File: config.mk
export PLATFORM = sky130hd
export DESIGN_NAME = iepc_top
export DESIGN_NICKNAME = d
export VERILOG_FILES = /design/src/shared/iepc_pkg.sv /design/src/rtl/iepc_top.sv
export SDC_FILE = /design/constraint.sdc
export NUM_CORES = 1
export LEC_CHECK = 0
export BUFFER_PORTS_ARGS = -buffer_cell sky130_fd_sc_hd__buf_4
export CAP_MARGIN = 20
export CORE_MARGIN = 1.5
export CORE_UTILIZATION = 35
export CTS_BUF_LIST = sky130_fd_sc_hd__clkbuf_4 sky130_fd_sc_hd__clkbuf_8
export DETAILED_ROUTE_END_ITERATION = 8
export GPL_ROUTABILITY_DRIVEN = 0
export PLACE_DENSITY = 0.66
export SYNTH_ARGS = -nofsm -noshare
export SYNTH_HDL_FRONTEND = slang
export SYNTH_SLANG_ARGS = --single-unit
File: constraint.sdc
create_clock -name ref_clk -period 4.85 [get_ports ref_clk]
set_input_delay 0.2425 -clock ref_clk [delete_from_list [all_inputs] [get_ports ref_clk]]
set_output_delay 0.2425 -clock ref_clk [all_outputs]
set_load 0.1 [all_outputs]
File: src/shared/iepc_pkg.sv
// package: constants, register map and carrier types of the irq enable/pending block
package iepc_pkg;

  // ==========================================================================
  // sizes
  localparam int unsigned IEPC_NUM_IRQ = 32;
  localparam int unsigned IEPC_ADDR_W  = 8;

  // ==========================================================================
  // register byte offsets within the slave window
  localparam logic [IEPC_ADDR_W-1:0] IEPC_OFS_DISABLE    = 8'h00;
  localparam logic [IEPC_ADDR_W-1:0] IEPC_OFS_PEND_SET   = 8'h04;
  localparam logic [IEPC_ADDR_W-1:0] IEPC_OFS_UNPEND     = 8'h08;
  localparam logic [IEPC_ADDR_W-1:0] IEPC_OFS_ENABLE_SET = 8'h0c;

  // ==========================================================================
  // reset values
  localparam logic [IEPC_NUM_IRQ-1:0] IEPC_RST_ENABLE  = 32'h0000_0000;
  localparam logic [IEPC_NUM_IRQ-1:0] IEPC_RST_PENDING = 32'h0000_0000;
  localparam logic [31:0]             IEPC_RST_RDATA   = 32'h0000_0000;
  localparam logic [31:0]             IEPC_RDATA_ZERO  = 32'h0000_0000;

  // ==========================================================================
  // ahb-lite encodings
  localparam int unsigned IEPC_HTRANS_ACT_BIT = 1;
  localparam logic [2:0]  IEPC_HSIZE_WORD     = 3'h2;
  localparam logic        IEPC_HRESP_OKAY     = 1'h0;
  localparam logic        IEPC_HREADY_ON      = 1'h1;

  // ==========================================================================
  // register selected by a transfer
  typedef enum logic [2:0] {
    IEPC_REG_NONE       = 3'h0,
    IEPC_REG_DISABLE    = 3'h1,
    IEPC_REG_PEND_SET   = 3'h2,
    IEPC_REG_UNPEND     = 3'h3,
    IEPC_REG_ENABLE_SET = 3'h4
  } iepc_reg_type;

  // ==========================================================================
  // ahb-lite slave inputs and outputs
  typedef struct packed {
    logic        hsel;
    logic [31:0] haddr;
    logic [1:0]  htrans;
    logic        hwrite;
    logic [2:0]  hsize;
    logic [31:0] hwdata;
    logic        hready;
  } iepc_ahb_in_type;

  typedef struct packed {
    logic [31:0] hrdata;
    logic        hreadyout;
    logic        hresp;
  } iepc_ahb_out_type;

  // ==========================================================================
  // complete state of the block
  typedef struct packed {
    logic [IEPC_NUM_IRQ-1:0] enable;
    logic [IEPC_NUM_IRQ-1:0] pending;
    logic [IEPC_NUM_IRQ-1:0] req;
    logic [31:0]             hrdata;
    logic                    hreadyout;
    logic                    hresp;
    logic                    wr_pend;
    iepc_reg_type            wr_reg;
  } iepc_state_type;

endpackage
File: src/rtl/iepc_top.sv
// module: per-interrupt enable and pending bookkeeping behind an ahb-lite slave
//
// Local design decisions: the address map and the AHB-Lite interface to the registers.
`timescale 1ns/10ps

module iepc_top (
  input  wire logic                                  ref_clk,
  input  wire logic                                  rst_b,
  input  wire logic                                  clk_en,
  input  wire iepc_pkg::iepc_ahb_in_type             ahb_in,
  output iepc_pkg::iepc_ahb_out_type                 ahb_out,
  input  wire logic [iepc_pkg::IEPC_NUM_IRQ-1:0]     irq_src,
  input  wire logic [iepc_pkg::IEPC_NUM_IRQ-1:0]     irq_ack,
  input  wire logic [iepc_pkg::IEPC_NUM_IRQ-1:0]     irq_active,
  output logic      [iepc_pkg::IEPC_NUM_IRQ-1:0]     irq_req
);

  // ==========================================================================
  // address decode, shared by the read path and the write capture
  function automatic iepc_pkg::iepc_reg_type iepc_decode(
    input logic [iepc_pkg::IEPC_ADDR_W-1:0] addr
  );
    iepc_pkg::iepc_reg_type sel;
    sel = iepc_pkg::IEPC_REG_NONE;
    unique case (addr)
      iepc_pkg::IEPC_OFS_DISABLE:    sel = iepc_pkg::IEPC_REG_DISABLE;
      iepc_pkg::IEPC_OFS_PEND_SET:   sel = iepc_pkg::IEPC_REG_PEND_SET;
      iepc_pkg::IEPC_OFS_UNPEND:     sel = iepc_pkg::IEPC_REG_UNPEND;
      iepc_pkg::IEPC_OFS_ENABLE_SET: sel = iepc_pkg::IEPC_REG_ENABLE_SET;
      default:                       sel = iepc_pkg::IEPC_REG_NONE;
    endcase
    return sel;
  endfunction

  // ==========================================================================
  // state
  iepc_pkg::iepc_state_type st_r;
  iepc_pkg::iepc_state_type st_nxt;

  // ==========================================================================
  // address phase qualification
  logic                   addr_take;
  logic                   word_ok;
  iepc_pkg::iepc_reg_type addr_reg;

  // a transfer is taken when selected, active and the bus is ready
  assign addr_take = ahb_in.hsel
                   & ahb_in.htrans[iepc_pkg::IEPC_HTRANS_ACT_BIT]
                   & ahb_in.hready;
  assign word_ok   = (ahb_in.hsize == iepc_pkg::IEPC_HSIZE_WORD);
  assign addr_reg  = iepc_decode(ahb_in.haddr[iepc_pkg::IEPC_ADDR_W-1:0]);

  // ==========================================================================
  // next-state logic
  always_comb begin
    logic [iepc_pkg::IEPC_NUM_IRQ-1:0] wdata;
    logic [iepc_pkg::IEPC_NUM_IRQ-1:0] en_clr;
    logic [iepc_pkg::IEPC_NUM_IRQ-1:0] en_set;
    logic [iepc_pkg::IEPC_NUM_IRQ-1:0] pd_clr;
    logic [iepc_pkg::IEPC_NUM_IRQ-1:0] pd_set;
    logic [iepc_pkg::IEPC_NUM_IRQ-1:0] sw_pend;
    iepc_pkg::iepc_reg_type            rd_sel;
    wdata   = ahb_in.hwdata[iepc_pkg::IEPC_NUM_IRQ-1:0];
    en_clr  = '0;
    en_set  = '0;
    pd_clr  = '0;
    pd_set  = '0;
    sw_pend = '0;
    rd_sel  = iepc_pkg::IEPC_REG_NONE;
    st_nxt  = st_r;

    // write data phase: one-bits act (pend-set only on enabled bits, unpend only on inactive ones), zero-bits leave state alone
    if (st_r.wr_pend) begin
      unique case (st_r.wr_reg)
        iepc_pkg::IEPC_REG_DISABLE: begin
          en_clr = wdata;
        end
        iepc_pkg::IEPC_REG_ENABLE_SET: begin
          en_set = wdata;
        end
        iepc_pkg::IEPC_REG_PEND_SET: begin
          sw_pend = wdata & st_r.enable & ~st_r.pending;
        end
        iepc_pkg::IEPC_REG_UNPEND: begin
          pd_clr = wdata & ~irq_active;
        end
        iepc_pkg::IEPC_REG_NONE: begin
          en_clr = '0;
        end
        default: begin
          en_clr = '0;
        end
      endcase
    end

    // hardware sources and software forcing both set the pending bit
    pd_set = irq_src | sw_pend;

    // entry into service also clears the pending bit
    pd_clr = pd_clr | irq_ack;

    // per-interrupt bookkeeping, bit n belongs to interrupt n
    st_nxt.enable  = (st_r.enable & ~en_clr) | en_set;
    st_nxt.pending = (st_r.pending & ~pd_clr) | pd_set;

    // request only for enabled pending interrupts
    st_nxt.req = st_nxt.pending & st_nxt.enable;

    // capture a write for its data phase
    st_nxt.wr_pend = addr_take & ahb_in.hwrite & word_ok;
    st_nxt.wr_reg  = addr_reg;

    // read data, taken from the updated state so a preceding write shows
    if (addr_take & ~ahb_in.hwrite) begin
      rd_sel = addr_reg;
    end
    unique case (rd_sel)
      iepc_pkg::IEPC_REG_DISABLE: begin
        st_nxt.hrdata = st_nxt.enable;
      end
      iepc_pkg::IEPC_REG_ENABLE_SET: begin
        st_nxt.hrdata = st_nxt.enable;
      end
      iepc_pkg::IEPC_REG_PEND_SET: begin
        st_nxt.hrdata = st_nxt.pending;
      end
      iepc_pkg::IEPC_REG_UNPEND: begin
        st_nxt.hrdata = st_nxt.pending;
      end
      iepc_pkg::IEPC_REG_NONE: begin
        // unmapped reads return zero; with no read taken the last read data stands
        st_nxt.hrdata = (addr_take & ~ahb_in.hwrite) ? iepc_pkg::IEPC_RDATA_ZERO
                                                     : st_r.hrdata;
      end
      default: begin
        st_nxt.hrdata = iepc_pkg::IEPC_RDATA_ZERO;
      end
    endcase

    // zero wait states, always okay
    st_nxt.hreadyout = iepc_pkg::IEPC_HREADY_ON;
    st_nxt.hresp     = iepc_pkg::IEPC_HRESP_OKAY;
  end

  // ==========================================================================
  // state register, frozen while the clock enable is low
  always_ff @(posedge ref_clk or negedge rst_b) begin
    if (!rst_b) begin
      st_r.enable    <= iepc_pkg::IEPC_RST_ENABLE;
      st_r.pending   <= iepc_pkg::IEPC_RST_PENDING;
      st_r.req       <= iepc_pkg::IEPC_RST_PENDING;
      st_r.hrdata    <= iepc_pkg::IEPC_RST_RDATA;
      st_r.hreadyout <= iepc_pkg::IEPC_HREADY_ON;
      st_r.hresp     <= iepc_pkg::IEPC_HRESP_OKAY;
      st_r.wr_pend   <= 1'h0;
      st_r.wr_reg    <= iepc_pkg::IEPC_REG_NONE;
    end else if (clk_en) begin
      st_r <= st_nxt;
    end
  end

  // ==========================================================================
  // outputs straight from the state register
  assign ahb_out.hrdata    = st_r.hrdata;
  assign ahb_out.hreadyout = st_r.hreadyout;
  assign ahb_out.hresp     = st_r.hresp;
  assign irq_req           = st_r.req;

endmodule // iepc_top

==> impl_metrics.yaml, run 1 <==
run_status:
  status: "finished clean"
route:
  wl_met2_um: 10000
  drt-total-wl_um: 20900
  ant_nets: 0
  via_per_inst: 5.31
  m1WireLength_um: 9680
  initialDrtViolationCount: 245
  drcViolationCount: 0
  vias: 6410
  dr.pass1.iters: 4
  topRoutingLayerUsed: "met4"
  wl_per_cell_um: 17.3
  wl_met3_um: 1050
yosys:
  yosysTopAreaCellShare: 0.418
  netlist_top_cells_count: "dfrtp_1, nand2_1, buf_4, inv_1, o21ai_1"
  synth_top_family_by_area: "compound AO/OA/AOI/OAI gates"
  synthMuxAreaShare: 0.0883
  ys_types: 38
  yosys-top-cells-area: "dfrtp_1, mux2_2, buf_4"
  ys_warn_count: 0
  yosys_most_used_dff: "dfrtp_1"
  yosysSeqAreaShare: 0.418
  syn_inst: 789
  synth_area_per_cell_um2: 10.0
  synth_area_um2: 7910
  ys_ff_latch: 132
  synth_edf_count: 0
  synthAdderAreaFrac: 0
  async_flop_share: 1.00
  synth_compound_area_frac: 0.188
  mappedNetlistNets: 960
  synth-simple-area-share: 0.179
  synth_top_area_cell: "dfrtp_1"
  yosysMostFrequentCell: "dfrtp_1"
  synth_xor_area_frac: 0.00111
timing:
  worst_pin_slew_ps: 931
  setup_violations: 0
  setup_tns_ps: 0
  fin_ws_ps: 2420
  post-route-min-period_ps: 2430
  slew_violations: 0
  max_slew_margin: 0.379
  fin_crit_sh: 0.502
  skew_ps: 8.91
  fmax_mhz: 411
  timing.hold.ws_ps: 115
  hold_viol: 0
  rsz0062_at_grt: "no"
setup_path:
  worst_ep_arrival_time_ps: 2750
  cp_slowest_cell: "and4b_2"
  crit_type: "reg2reg"
  reg2reg_from: "st_r[2]"
  critPathLaunchType: "register"
  required_ps: 5170
  cpPeakStageDelay_ps: 940
  crit_fanout: 32
  path_cells: "and4b_2 > a311oi_1 > or3_1 > mux2_2"
  reg2reg_depth: 4
  critPathLaunch: "st_r[2]"
  endpoint: "st_r[85]"
  endpoint_kind: "register"
  r2r_slack_ps: 2420
  rr_endpoint: "st_r[85]"
placed_design:
  place_ws_ps: 2300
  hpwl_um: 13700
  io_buffers: 209
clock_network:
  cts.sinks: 132
  cts_buffers: 17
  clkSlewWorstSetupHoldPaths_ps: 70
  clk_path_buf_depth: 2
  cts_setup_buffers: 0
  tritoncts: "yes"
  ctsRootBufferMaster: "clkbuf_8"
  clock_latency_ps: 430
  htreeDepth: 4
finish:
  n_antenna_cell: 0
  utilization: 0.437
  drive_gt1_frac: 0.378
  synthToLayoutAreaGrowth_pct: 21.7
  finalNetCount: 1085
flow_run:
  cap_violations: 0
pwr:
  leakage_nw: 4.48
  peakVddDrop_uv: 136
  power_density_nw_per_um2: 265
  fin_total_pwr_mw: 2.55
floorplan:
  die_h_um: 153
  rows: 54
  design.core.area_um2: 22000
  start_util: 0.359
  dieArea_um2: 23500
  ios: 237
  fp.dieW_um: 153
global_route:
  gr-total-overflow: 0
  grt_pass1_wl_um: 33700
  grt_pass1_vias: 6387
  grt.total_usage: 0.181
  antenna_found_initial: 0
  grt_max_degree: 82
worst_hold_path:
  hp-class: "in2reg"
==> cells in the final DEF, fill, tap and decap left out, types with 2 or more instances in the layout <==
master         instances
nor4b_2               27
bufinv_16              3
nand2_1               67
clkinvlp_4             3
o21ai_1               64
a311oi_1              32
dlygate4sd3_1          2
buf_4                219
nand3_1                2
clkbuf_8              18
mux2_2                62
nor4_2                 2
nor4_1                33
o31ai_1               33
a31o_1                31
nor2_1                 5
clkinv_2               4
or3_1                 31
conb_1                 2
inv_1                 67
clkinv_4               3
nor2b_1               31
a21oi_1                2
nor4b_1                2
o211a_1               32
dfrtp_1              132
==> area by class of cell <==
class	instances	area, µm²
well taps	280	350
fillers	2163	12400
repair buffers	222	1680
multi-input cells	473	3630
clock buffers	19	255
clock inverters	13	159
inverters	68	255
flip-flops and latches	132	3300
==> routing by layer <==
metal | track usage | vias up
met5 | 0 | -
met4 | 0.0462 | 0
met3 | 0.0377 | 11
met2 | 0.299 | 194
met1 | 0.242 | 3129
li1 | - | 3076
==> through the flow <==
stage | cells | instance area, µm²
global placement | 1173 | 9190
global route | 1207 | 9630
finish | 1207 | 9630
detailed placement | 1173 | 9190
CTS | 1207 | 9630
floorplan | 789 | 7910
==> critical path, delay by kind of cell (launching register included) <==
family | cells | cell delay [ps]
and+or+nand+nor | 2 | 1380
DFF | 1 | 430
muxes | 1 | 280
AOI/OAI and AO/OA | 1 | 230
==> logic make-up after synthesis <==
logic type / after synthesis
buf+inv: 184
simple gates: 210
mux: 62
other cells: 2
xor+xnor: 1
compound gates: 198
flops: 132
==> report_power, final <==
| part | switching (mW) | leakage (nW) | internal [mW] | total (mW) |
|---|---|---|---|---|
| clock network | 0.459 | 0.205 | 0.526 | 0.985 |
| registers | 0.0362 | 1.74 | 1.14 | 1.18 |
| logic | 0.207 | 2.54 | 0.182 | 0.388 |
==> sequential cells by signal, summed over array words and instances, names as in the netlist <==
signal / count
irq_req: 32
st_r: 68
ahb_out: 32
==> how the worst min path moves through the flow <==
stage	start	endpoint	slack, ps	cells past startpoint
2_1_floorplan	rst_b	ahb_out[10]	-50	0
3_3_place_gp	rst_b	st_r[70]	350	1
3_5_place_dp	rst_b	irq_req[0]	350	1
4_1_cts	ahb_in[33]	st_r[3]	80	4
5_1_grt	ahb_in[42]	st_r[2]	70	3
6_report	ahb_in[42]	st_r[2]	120	3
==> repair_timing <==
action / in CTS / in global routing
hold buffers: 2 / 0
endpoints found under the setup margin: 0 / 0
endpoints found under the hold margin: 81 / 0
gates resized for setup: 0 / 0
Power figures use the tool's default switching activity.
==> run 2, diff against run 1 <==
--- a/config.mk
+++ b/config.mk
@@ -12,7 +12,7 @@
 export CTS_BUF_LIST = sky130_fd_sc_hd__clkbuf_4 sky130_fd_sc_hd__clkbuf_8
 export DETAILED_ROUTE_END_ITERATION = 8
 export GPL_ROUTABILITY_DRIVEN = 0
-export PLACE_DENSITY = 0.66
+export PLACE_DENSITY = 0.68
 export SYNTH_ARGS = -nofsm -noshare
 export SYNTH_HDL_FRONTEND = slang
 export SYNTH_SLANG_ARGS = --single-unit
==> constraint.sdc (replaced) <==
create_clock -name ref_clk -period 2.1 [get_ports ref_clk]
set_input_delay 0.105 -clock ref_clk [delete_from_list [all_inputs] [get_ports ref_clk]]
set_output_delay 0.105 -clock ref_clk [all_outputs]
set_load 0.1 [all_outputs]
==> impl_metrics.yaml, run 2 (synthesis gave the netlist of run 1 again) <==
clock_network:
  clk_path_buf_depth: 2
  cts_buffers: 17
  clkSlewWorstSetupHoldPaths_ps: 80
  ctsRootBufferMaster: "clkbuf_8"
  cts.sinks: 132
  tritoncts: "yes"
  clock_latency_ps: 430
  htreeDepth: 4
pwr:
  pwr-share-clk: 0.380
  power_density_nw_per_um2: 589
  fin_total_pwr_mw: 5.96
  p_seq_frac: 0.457
  combPwrFrac: 0.163
  sw_frac_of_total: 0.274
  internal_power_mw: 4.33
  leakage_nw: 4.69
  peakVddDrop_uv: 321
  p_switching_mw: 1.63
timing:
  slew_violations: 0
  max_slew_margin: 0.642
  skew_ps: 13.2
  setup_violations: 0
  worst_pin_slew_ps: 537
  rsz0062_at_grt: "no"
  hold_viol: 0
  fmax_mhz: 521
  setup_tns_ps: 0
  timing.hold.ws_ps: 22.8
  post-route-min-period_ps: 1920
  fin_crit_sh: 0.915
worst_hold_path:
  min_to: "ahb_out[12]"
  worstHoldPathCells: 3
  hp-start: "irq_src[10]"
  hp-class: "in2reg"
floorplan:
  fp.dieW_um: 153
  ios: 237
  die_h_um: 153
  start_util: 0.359
  dieArea_um2: 23500
  rows: 54
  design.core.area_um2: 22000
route:
  dr.pass1.iters: 4
  drt-total-wl_um: 21200
  drcViolationCount: 0
  via_per_inst: 5.30
  initialDrtViolationCount: 285
  vias: 6623
  ant_nets: 0
  wl_per_cell_um: 17.0
finish:
  regMostFlops: "st_r"
  layout_commonest_cell: "buf_4"
  synthToLayoutAreaGrowth_pct: 27.8
  n_antenna_cell: 0
  finalNetCount: 1129
  drive_gt1_frac: 0.372
  largest_reg_flops: 68
  fin_area_um2: 10100
  layout_common_cells: "buf_4, dfrtp_1, inv_1, nand2_1, o21ai_1"
  utilization: 0.459
global_route:
  antenna_found_initial: 0
  grt.total_usage: 0.184
  grt_pass1_wl_um: 34600
  grt_pass1_vias: 6706
  gr-total-overflow: 0
  grt_max_degree: 54
setup_path:
  reg2reg_depth: 5
  path_cells: "and4b_2 > buf_12 > a311oi_1 > or3_1 > mux2_2"
  reg2reg_from: "st_r[2]"
  cp_slowest_cell: "dfrtp_1"
  cpPeakStageDelay_ps: 430
  critPathLaunchType: "register"
  required_ps: 2410
  rr_endpoint: "st_r[80]"
  crit_type: "reg2reg"
  endpoint_kind: "register"
  worst_ep_arrival_time_ps: 2230
  r2r_slack_ps: 180
  crit_fanout: 25
  critPathTopFamily: "simple AND/OR/NAND/NOR gates"
  path_buf_inv: 1
placed_design:
  hpwl_um: 14700
  placed_cell_area_um2: 9340
  io_buffers: 209
run_status:
  status: "finished clean"
flow_run:
  cap_violations: 0
==> run 2: worst register-to-register path, stage by stage, from the launching register on <==
cell,delay (ps)
dfrtp_1,430
and4b_2,340
buf_12,210
a311oi_1,160
or3_1,400
mux2_2,280
==> run 2: cell type report <==
cell class,count,area [µm²]
fill,2140,11900
multi-input combinational,473,3640
sequential,132,3300
timing repair buffer,266,2150
tap,280,350
clock buffer,19,255
inverter,68,255
clock inverter,12,156
==> run 2: how the worst max path moves through the flow <==
stage	startpoint	end	slack [ps]	cells after the start
floorplan	st_r[2]	st_r[79]	400	6
detailed placement	st_r[2]	irq_req[17]	120	5
global placement	st_r[2]	irq_req[29]	150	5
global route	st_r[2]	st_r[84]	90	5
CTS	st_r[2]	irq_req[17]	100	5
finish	st_r[2]	st_r[80]	180	5
==> run 2: stage by stage <==
stage,setup WS (ps),std cells
final,179,1250
after global routing,93.4,1250
after CTS,101,1250
after detailed placement,116,1184
after global placement,147,1184
after floorplan,399,789
==> run 2: routing by layer <==
layer  track usage  wire length (µm)  up-vias  part of all wire
met3        0.0320              1130       26             0.053
met4        0.0546               272        0             0.013
met1         0.242              9350     3242              0.44
met5             0                 0        -                 0
met2         0.310             10400      195              0.49
li1              -                 -     3160                 -
==> run 2: power groups by stage <==
stage               clock network (mW)  registers, mW  logic [mW]
floorplan                            0           2.75       0.530
detailed placement                   0           2.77       0.924
CTS                               2.34           2.72       0.978
finish                            2.27           2.72       0.972
global placement                     0           2.77       0.915
global route                      2.43           2.73        1.06
==> run 2: timing repair <==
item | in CTS | in global routing
hold buffers | 35 | 0
setup endpoints to repair | 0 | 9
hold endpoints to repair | 88 | 0
resized for setup | 0 | 2
setup buffers | 0 | 0
